`config.mk`:
```
export PLATFORM = sky130hd
export DESIGN_NAME = hcu_uart
export DESIGN_NICKNAME = d
export VERILOG_FILES = /design/src/logic/hcu_pkg.sv /design/src/logic/hcu_rx.sv /design/src/logic/hcu_uart.sv
export SDC_FILE = /design/constraint.sdc
export NUM_CORES = 1
export LEC_CHECK = 0
export ABC_AREA = 1
export BUFFER_PORTS_ARGS = -buffer_cell sky130_fd_sc_hd__clkbuf_2
export CAP_MARGIN = 10
export CORE_ASPECT_RATIO = 2
export CORE_MARGIN = 2
export CORE_UTILIZATION = 60
export DETAILED_ROUTE_END_ITERATION = 6
export PLACE_DENSITY = 0.75
export SLEW_MARGIN = 20
export SYNTH_ARGS = -nofsm -noshare
export SYNTH_HDL_FRONTEND = slang
export SYNTH_HIERARCHICAL = 1
export SYNTH_SLANG_ARGS = --single-unit
```
`constraint.sdc`:
```
create_clock -name clk_in -period 3.7 [get_ports clk_in]
set_input_delay 0.37 -clock clk_in [delete_from_list [all_inputs] [get_ports clk_in]]
set_output_delay 0.37 -clock clk_in [all_outputs]
set_load 0.05 [all_outputs]
```
`src/logic/hcu_pkg.sv`:
```
/*
 * Shared constants and types for the host serial link block: frame layout, rate limits
 * derived from the system clock, flow control thresholds and carrier structs.
 * Assumes a single 25 MHz clock and a synchronous, active-high reset.
 */

package hcu_pkg;

    // ------------------------------------------------------------------
    // Clock and rate limits
    // ------------------------------------------------------------------
    localparam int unsigned CLK_HZ = 25_000_000;
    localparam int unsigned RATE_MIN_BPS = 37_500;
    localparam int unsigned RATE_MAX_BPS = 4_000_000;
    localparam int DIV_W = 16;
    // Longest allowed bit rounds down, shortest allowed bit rounds up.
    localparam logic [DIV_W-1:0] DIV_MIN = DIV_W'((CLK_HZ + RATE_MAX_BPS - 1) / RATE_MAX_BPS);
    localparam logic [DIV_W-1:0] DIV_MAX = DIV_W'(CLK_HZ / RATE_MIN_BPS);
    localparam logic [DIV_W-1:0] DIV_DEFAULT = DIV_W'(CLK_HZ / 115_200);

    // ------------------------------------------------------------------
    // Frame layout
    // ------------------------------------------------------------------
    localparam int DATA_BITS = 8;
    localparam int BIT_CNT_W = 3;
    localparam logic [BIT_CNT_W-1:0] LAST_BIT = BIT_CNT_W'(DATA_BITS - 1);
    localparam logic LINE_IDLE = 1'b1;
    localparam logic START_LVL = 1'b0;
    localparam logic STOP_LVL = 1'b1;
    localparam logic FLOW_READY_N = 1'b0;
    localparam logic FLOW_HALT_N = 1'b1;

    // ------------------------------------------------------------------
    // Flow control
    // ------------------------------------------------------------------
    localparam int FIFO_DEPTH = 32;
    localparam int HOST_OVERRUN_BYTES = 16;

    // ------------------------------------------------------------------
    // Carriers
    // ------------------------------------------------------------------
    typedef struct packed {
        logic [DIV_W-1:0] bit_div;
        logic parity_en;
        logic parity_odd;
    } hcu_cfg_t;

    typedef struct packed {
        logic [DATA_BITS-1:0] data;
        logic parity_err;
        logic frame_err;
    } hcu_rx_byte_t;

    typedef enum {
        ST_IDLE,
        ST_START,
        ST_DATA,
        ST_PARITY,
        ST_STOP
    } hcu_state_t;

    // Clamp a requested divisor to the supported rate window.
    function automatic logic [DIV_W-1:0] clamp_div(input logic [DIV_W-1:0] d);
        if (d < DIV_MIN) begin
            return DIV_MIN;
        end
        if (d > DIV_MAX) begin
            return DIV_MAX;
        end
        return d;
    endfunction

    function automatic logic parity_of(input logic [DATA_BITS-1:0] d, input logic odd);
        return (^d) ^ odd;
    endfunction

endpackage

```
`src/logic/hcu_rx.sv`:
```
/*
 * Receive framer: finds the start edge, samples each bit at its centre and hands out
 * one byte with its parity and framing status as a one-cycle pulse.
 * Assumes the line input is already synchronous to clk_in.
 */
`timescale 1ns/10ps
`default_nettype none

module hcu_rx
    import hcu_pkg::*;
(
    // Clock and reset
    input wire logic clk_in,
    input wire logic sys_rst_in,
    // Configuration
    input wire hcu_cfg_t cfg_in,
    // Serial line
    input wire logic rxd_in,
    // Received byte
    output logic done_out,
    output hcu_rx_byte_t byte_out
);

    hcu_state_t state_r;
    logic [DIV_W-1:0] cnt_r;
    logic [BIT_CNT_W-1:0] bit_r;
    logic [DATA_BITS-1:0] shift_r;
    logic perr_r;
    logic [DIV_W-1:0] div;
    logic tick;

    assign div = clamp_div(cfg_in.bit_div);
    assign tick = (cnt_r == '0);

    // ------------------------------------------------------------------
    // Frame sequencer
    // ------------------------------------------------------------------
    // Sampling at mid-bit leaves half a bit of margin, well beyond the per-bit jitter.
    always_ff @(posedge clk_in) begin
        if (sys_rst_in) begin
            state_r <= ST_IDLE;
            cnt_r <= '0;
            bit_r <= '0;
            shift_r <= '0;
            perr_r <= 1'b0;
            done_out <= 1'b0;
            byte_out <= '0;
        end else begin
            done_out <= 1'b0;
            cnt_r <= tick ? '0 : cnt_r - 1'b1;
            case (state_r)
                ST_IDLE: begin
                    if (rxd_in == START_LVL) begin
                        cnt_r <= div >> 1;
                        state_r <= ST_START;
                    end
                end
                ST_START: begin
                    if (tick) begin
                        // A glitch shorter than half a bit is not a start bit.
                        state_r <= (rxd_in == START_LVL) ? ST_DATA : ST_IDLE;
                        cnt_r <= div - 1'b1;
                        bit_r <= '0;
                    end
                end
                ST_DATA: begin
                    if (tick) begin
                        shift_r <= {rxd_in, shift_r[DATA_BITS-1:1]};
                        cnt_r <= div - 1'b1;
                        bit_r <= bit_r + 1'b1;
                        if (bit_r == LAST_BIT) begin
                            state_r <= cfg_in.parity_en ? ST_PARITY : ST_STOP;
                        end
                    end
                end
                ST_PARITY: begin
                    if (tick) begin
                        perr_r <= rxd_in != parity_of(shift_r, cfg_in.parity_odd);
                        cnt_r <= div - 1'b1;
                        state_r <= ST_STOP;
                    end
                end
                ST_STOP: begin
                    if (tick) begin
                        byte_out.data <= shift_r;
                        byte_out.parity_err <= cfg_in.parity_en & perr_r;
                        byte_out.frame_err <= rxd_in != STOP_LVL;
                        done_out <= 1'b1;
                        perr_r <= 1'b0;
                        state_r <= ST_IDLE;
                    end
                end
                default: begin
                    state_r <= ST_IDLE;
                end
            endcase
        end
    end

endmodule

`default_nettype wire

```
`src/logic/hcu_uart.sv`:
```
/*
 * Host serial link with hardware flow control: transmitter paced by clear-to-send,
 * receiver feeding a byte store that raises request-to-send before it can overflow.
 * Assumes all inputs are synchronous to clk_in; pin levels are active low for flow.
 */
`timescale 1ns/10ps
`default_nettype none

module hcu_uart
    import hcu_pkg::*;
#(
    parameter int DEPTH = FIFO_DEPTH,
    parameter int HEADROOM = HOST_OVERRUN_BYTES
) (
    // Clock and reset
    input wire logic clk_in,
    input wire logic sys_rst_in,
    // Configuration
    input wire hcu_cfg_t cfg_in,
    // Transmit byte stream
    input wire logic tx_valid_in,
    input wire logic [DATA_BITS-1:0] tx_data_in,
    output logic tx_ready_out,
    // Receive byte stream
    output logic rx_valid_out,
    output hcu_rx_byte_t rx_byte_out,
    input wire logic rx_ready_in,
    output logic rx_overrun_out,
    // Serial pins
    output logic txd_out,
    input wire logic rxd_in,
    output logic rts_n_out,
    input wire logic cts_n_in,
    // Status
    output logic tx_busy_out
);

    localparam int AW = $clog2(DEPTH);
    localparam logic [AW:0] RTS_LEVEL = (AW+1)'(DEPTH - HEADROOM);
    localparam logic [AW:0] FULL_LEVEL = (AW+1)'(DEPTH);

    // ------------------------------------------------------------------
    // Transmitter
    // ------------------------------------------------------------------
    hcu_state_t tx_state_r;
    logic [DIV_W-1:0] tx_cnt_r;
    logic [BIT_CNT_W-1:0] tx_bit_r;
    logic [DATA_BITS-1:0] tx_shift_r;
    logic tx_par_r;
    logic tx_take;
    logic tx_tick;
    logic [DIV_W-1:0] tx_div;

    assign tx_div = clamp_div(cfg_in.bit_div);
    assign tx_tick = (tx_cnt_r == '0);
    // Flow is checked only between bytes, so a byte already started always completes.
    assign tx_take = (tx_state_r == ST_IDLE) && tx_valid_in && tx_ready_out
                     && (cts_n_in == FLOW_READY_N);

    always_ff @(posedge clk_in) begin
        if (sys_rst_in) begin
            tx_ready_out <= 1'b0;
        end else begin
            tx_ready_out <= (tx_state_r == ST_IDLE) && (cts_n_in == FLOW_READY_N)
                            && !tx_take;
        end
    end

    // Busy stays up one cycle past the stop bit, while the sequencer returns to idle.
    always_ff @(posedge clk_in) begin
        if (sys_rst_in) begin
            tx_busy_out <= 1'b0;
        end else if (tx_take) begin
            tx_busy_out <= 1'b1;
        end else if (tx_state_r == ST_IDLE) begin
            tx_busy_out <= 1'b0;
        end
    end

    always_ff @(posedge clk_in) begin
        if (sys_rst_in) begin
            tx_state_r <= ST_IDLE;
            tx_cnt_r <= '0;
            tx_bit_r <= '0;
            tx_shift_r <= '0;
            tx_par_r <= 1'b0;
            txd_out <= LINE_IDLE;
        end else begin
            tx_cnt_r <= tx_tick ? '0 : tx_cnt_r - 1'b1;
            case (tx_state_r)
                ST_IDLE: begin
                    txd_out <= LINE_IDLE;
                    if (tx_take) begin
                        tx_shift_r <= tx_data_in;
                        tx_par_r <= parity_of(tx_data_in, cfg_in.parity_odd);
                        tx_cnt_r <= tx_div - 1'b1;
                        txd_out <= START_LVL;
                        tx_state_r <= ST_START;
                    end
                end
                ST_START: begin
                    if (tx_tick) begin
                        txd_out <= tx_shift_r[0];
                        tx_shift_r <= tx_shift_r >> 1;
                        tx_bit_r <= '0;
                        tx_cnt_r <= tx_div - 1'b1;
                        tx_state_r <= ST_DATA;
                    end
                end
                ST_DATA: begin
                    if (tx_tick) begin
                        tx_cnt_r <= tx_div - 1'b1;
                        tx_bit_r <= tx_bit_r + 1'b1;
                        if (tx_bit_r != LAST_BIT) begin
                            txd_out <= tx_shift_r[0];
                            tx_shift_r <= tx_shift_r >> 1;
                        end else if (cfg_in.parity_en) begin
                            txd_out <= tx_par_r;
                            tx_state_r <= ST_PARITY;
                        end else begin
                            txd_out <= STOP_LVL;
                            tx_state_r <= ST_STOP;
                        end
                    end
                end
                ST_PARITY: begin
                    if (tx_tick) begin
                        txd_out <= STOP_LVL;
                        tx_cnt_r <= tx_div - 1'b1;
                        tx_state_r <= ST_STOP;
                    end
                end
                ST_STOP: begin
                    // Every bit is exactly one divisor long, so the bit rate error is that
                    // of the divisor alone; back-to-back bytes add at least two idle cycles.
                    if (tx_tick) begin
                        tx_state_r <= ST_IDLE;
                    end
                end
                default: begin
                    tx_state_r <= ST_IDLE;
                end
            endcase
        end
    end

    // ------------------------------------------------------------------
    // Receiver and byte store
    // ------------------------------------------------------------------
    logic rx_done;
    hcu_rx_byte_t rx_byte;

    hcu_rx u_rx (
        .clk_in(clk_in),
        .sys_rst_in(sys_rst_in),
        .cfg_in(cfg_in),
        .rxd_in(rxd_in),
        .done_out(rx_done),
        .byte_out(rx_byte)
    );

    hcu_rx_byte_t mem [DEPTH];
    logic [AW-1:0] wr_ptr_r;
    logic [AW-1:0] rd_ptr_r;
    logic [AW:0] count_r;
    logic push;
    logic pop;

    assign push = rx_done && (count_r != FULL_LEVEL);
    assign pop = (count_r != '0) && (!rx_valid_out || rx_ready_in);

    always_ff @(posedge clk_in) begin
        if (push) begin
            mem[wr_ptr_r] <= rx_byte;
        end
    end

    always_ff @(posedge clk_in) begin
        if (sys_rst_in) begin
            wr_ptr_r <= '0;
            rd_ptr_r <= '0;
            count_r <= '0;
        end else begin
            wr_ptr_r <= wr_ptr_r + AW'(push);
            rd_ptr_r <= rd_ptr_r + AW'(pop);
            count_r <= count_r + (AW+1)'(push) - (AW+1)'(pop);
        end
    end

    always_ff @(posedge clk_in) begin
        if (sys_rst_in) begin
            rx_valid_out <= 1'b0;
            rx_byte_out <= '0;
        end else if (pop) begin
            rx_valid_out <= 1'b1;
            rx_byte_out <= mem[rd_ptr_r];
        end else if (rx_ready_in) begin
            rx_valid_out <= 1'b0;
        end
    end

    // A byte arriving with no room is lost; the flag is sticky until reset.
    always_ff @(posedge clk_in) begin
        if (sys_rst_in) begin
            rx_overrun_out <= 1'b0;
        end else if (rx_done && !push) begin
            rx_overrun_out <= 1'b1;
        end
    end

    // ------------------------------------------------------------------
    // Request-to-send
    // ------------------------------------------------------------------
    // Halting with HEADROOM free slots absorbs what the host may still send.
    always_ff @(posedge clk_in) begin
        if (sys_rst_in) begin
            rts_n_out <= FLOW_HALT_N;
        end else begin
            rts_n_out <= (count_r >= RTS_LEVEL) ? FLOW_HALT_N : FLOW_READY_N;
        end
    end

endmodule

`default_nettype wire

```
==> flow_metrics.py <==
metrics = {
    "clocking": {
        "cts_max_level": 2,
        "numClockSinks": 425,
        "cts_resized": 0,
        "post_cts_buffers": 0,
        "cts-root-buf": "clkbuf_16",
        "cts_hold_buffers": 0,
        "numCtsBuffers": 37,
        "cts_max_path_buffers": 3,
        "insertion_delay_ns": 0.54,
        "cts.clk_slew.worst_paths_ns": 0.07,
        "cts_tree": "done",
    },
    "logic_synthesis": {
        "synth-edff-count": 320,
        "synth_area_leader_cell": "edfxtp_1",
        "netlist_instances": 1770,
        "synth_cell_types": 54,
        "synth_nets": 1824,
        "syn_avg_cell_area_um2": 10.5,
        "synth_area_um2": 18500,
        "ys_warn_count": 6,
        "ys_ff_latch": 425,
        "ys.flop_type": "edfxtp_1",
        "synth_async_sr_flop_share_pct": 0,
        "synth_top_area_share_pct": 51.9,
        "synthTopCellsByArea": "edfxtp_1 (52%), dfxtp_1 (11%), nor2_1 (5.7%)",
        "yosysSeqAreaShare_pct": 63.3,
    },
    "setup_path": {
        "slowest_stage": "fa_1",
        "crit_type": "reg -> reg",
        "max_stage_delay_ns": 0.43,
        "critPathMaxFanout": 12,
        "worst-path-buf-inv": 5,
        "worstPathCellList": "inv_1, ha_1, nand4_1, nand2_1, buf_4, inv_1, ha_1, inv_1, ha_1, inv_1, fa_1, nor2_1, nor2_1, nor2_1, nor2_1, o21ai_0, a21oi_1",
        "startpoint_type": "flop",
        "cpLargestDelayFamily": "adder cells",
        "crit_required_ns": 4.13,
        "end_kind": "flop",
        "arrival_ns": 3.38,
    },
    "timing": {
        "setup_viol": 0,
        "tns_ns": 0,
        "relSlewSlack_pct": 24.8,
        "slew_viol_final": 0,
        "worstMarginPinSlew_ns": 1.13,
        "rsz0062_at_grt": "no",
        "finalCriticalPeriod_ns": 2.95,
        "fmax_mhz": 339,
        "final_hold_viol_count": 0,
        "skew_ns": 0.0141,
        "finalCritPeriodShare_pct": 79.8,
    },
    "floorplanning": {
        "io_pins": 48,
        "core_um2": 30600,
        "die_h_um": 252,
        "row_count": 91,
        "dieArea_um2": 32400,
        "start_util_pct": 60.4,
        "die_w_um": 128,
    },
    "power": {
        "power_mw": 14.1,
        "power.density_nw_per_um2": 693,
        "vdd_drop_max_mv": 0.555,
        "leakage_nw": 7.20,
    },
    "placed_design": {
        "post-place-cells": 2150,
        "gp_congestion": 0.850,
        "dp_hpwl_mm": 26.1,
        "portBuffers": 47,
    },
    "cells_and_area": {
        "drive_above_1_share_pct": 10.7,
        "stdcell_count": 2219,
        "final_util_pct": 66.4,
        "area_delta_synth_final_pct": 9.88,
        "num-nets-final": 1871,
    },
    "run_status": {
        "outcome": "completed",
    },
    "grt": {
        "antenna_found_initial": 0,
        "grt_pass1_wl_mm": 66.0,
        "gr-total-overflow": 0,
        "grt.total_usage_pct": 26.3,
        "grt_max_degree": 162,
        "use_met3_pct": 3.26,
        "use_met1_pct": 35.1,
        "grt_busiest_layer": "met2",
        "grt_pass1_vias": 12496,
        "use_met2_pct": 44.1,
    },
    "routing": {
        "drc": 0,
        "first_pass_iters": 5,
        "ant_nets": 0,
        "drt-total-wl_mm": 42.6,
        "first_iter_violations": 1272,
        "routedWlPerCell_um": 19.2,
        "vias_per_cell": 5.96,
        "vias": 13233,
    },
    "min_path": {
        "hold_class": "in -> reg",
    },
    "job": {
        "cap_violations": 0,
    },
}
## flip-flops by register name (all words and copies together), names as in the netlist, 3 cells and up
register       flops
mem              320
tx_cnt_r          16
u_rx/cnt_r        16
rx_byte_out       10
u_rx/byte_out     10
tx_shift_r         8
u_rx/shift_r       8
count_r            6
rd_ptr_r           5
wr_ptr_r           5
tx_bit_r           3
tx_state_r         3
u_rx/bit_r         3
u_rx/state_r       3
## power breakdown
part | internal (mW) | switching [mW] | leakage [nW]
Sequential | 5.48 | 0.321 | 3.56
Combinational | 1.45 | 3.18 | 3.08
Clock | 1.98 | 1.68 | 0.557
Total | 8.91 | 5.19 | 7.20
## area by class of cell
cell class	instances	area, µm²
Timing Repair Buffer	89	563
Tap cell	372	465
Inverter	139	527
Fill cell	2333	10300
Clock buffer	50	1040
Antenna cell	1	2.50
Clock inverter	18	93.8
Sequential cell	425	11700
Multi-Input combinational cell	1125	5930
## per-layer routing
metal  vias to the layer above  share of wire (%)  wire length, µm
met2                       471                 50            21400
li1                       6360                  -                -
met1                      6321                 41            17300
met5                         -                  0                0
met3                        81                6.1             2600
met4                         0                3.1             1340
## worst min-delay path, delay by kind of cell
family	cells	cell delay, ns
compound gates	1	0.06
buf+inv	1	0.10
simple gates	1	0.06
## metrics by stage
| stage | setup slack, ns | hold WS, ns | cell area, µm² |
|---|---|---|---|
| 5_1_grt | 0.447 | 0.110 | 20300 |
| 2_1_floorplan | 1.09 | 0.433 | 18500 |
| 3_3_place_gp | 0.864 | 0.451 | 19200 |
| 4_1_cts | 0.748 | 0.0776 | 20300 |
| 6_report | 0.749 | 0.0939 | 20300 |
| 3_5_place_dp | 0.764 | 0.455 | 19200 |
## worst paths after layout
path / depth (start not counted) / end / slack (ns) / from
setup / recovery: 17 / count_r[4]$_SDFF_PP0_ / 0.75 / count_r[2]$_SDFF_PP0_
hold / removal: 3 / tx_shift_r[7]$_SDFFE_PP0P_ / 0.09 / tx_data_in[7]
setup reg to reg: 17 / count_r[4]$_SDFF_PP0_ / 0.75 / count_r[2]$_SDFF_PP0_
hold reg to reg: 1 / rx_overrun_out$_SDFFE_PP0P_ / 0.47 / rx_overrun_out$_SDFFE_PP0P_
## synth_stat cells, drive strengths merged, types with 10 or more instances
cell type	number
a21oi	69
xnor2	20
nand2	204
o211ai	10
nand3	84
edfxtp	320
dfxtp	105
inv	137
nor2	295
ha	21
xor2	21
o221ai	34
clkbuf	63
buf	18
nor4	10
o22ai	51
nand4	34
o21ai	218
nor3	13
## placed cells by master, fill, tap and decap left out, types with 3 or more instances in the layout
master     instances
buf_4             41
clkinv_2           6
o22ai_1           50
xor2_1            21
ha_1              21
nor2_2             7
nor3_1            10
nand3b_1           3
edfxtp_1         320
nand2_1          196
nor2_4             6
nand3_2            7
nand3_1           77
clkbuf_16         39
o21ai_1            7
nor2_1           281
nor4_1             9
a31oi_1            8
nand4_1           34
clkinv_1          10
nand2_2            6
o21ai_0          209
a21oi_1           69
o221ai_1          34
and3_1             4
clkbuf_2          47
dfxtp_2            4
inv_1            123
xnor2_1           20
inv_2             12
a2111oi_0          3
o211ai_1          10
dfxtp_1          100
clkbuf_1           9
o211a_1            8
## logic make-up after synthesis
group | synth area share (%)
xor+xnor | 1.94
fa+ha+maj | 1.53
buf+inv | 4.70
flops | 63.3
simple gates | 15.8
compound gates | 12.8
No activity file was read; power rests on OpenSTA's default activity.
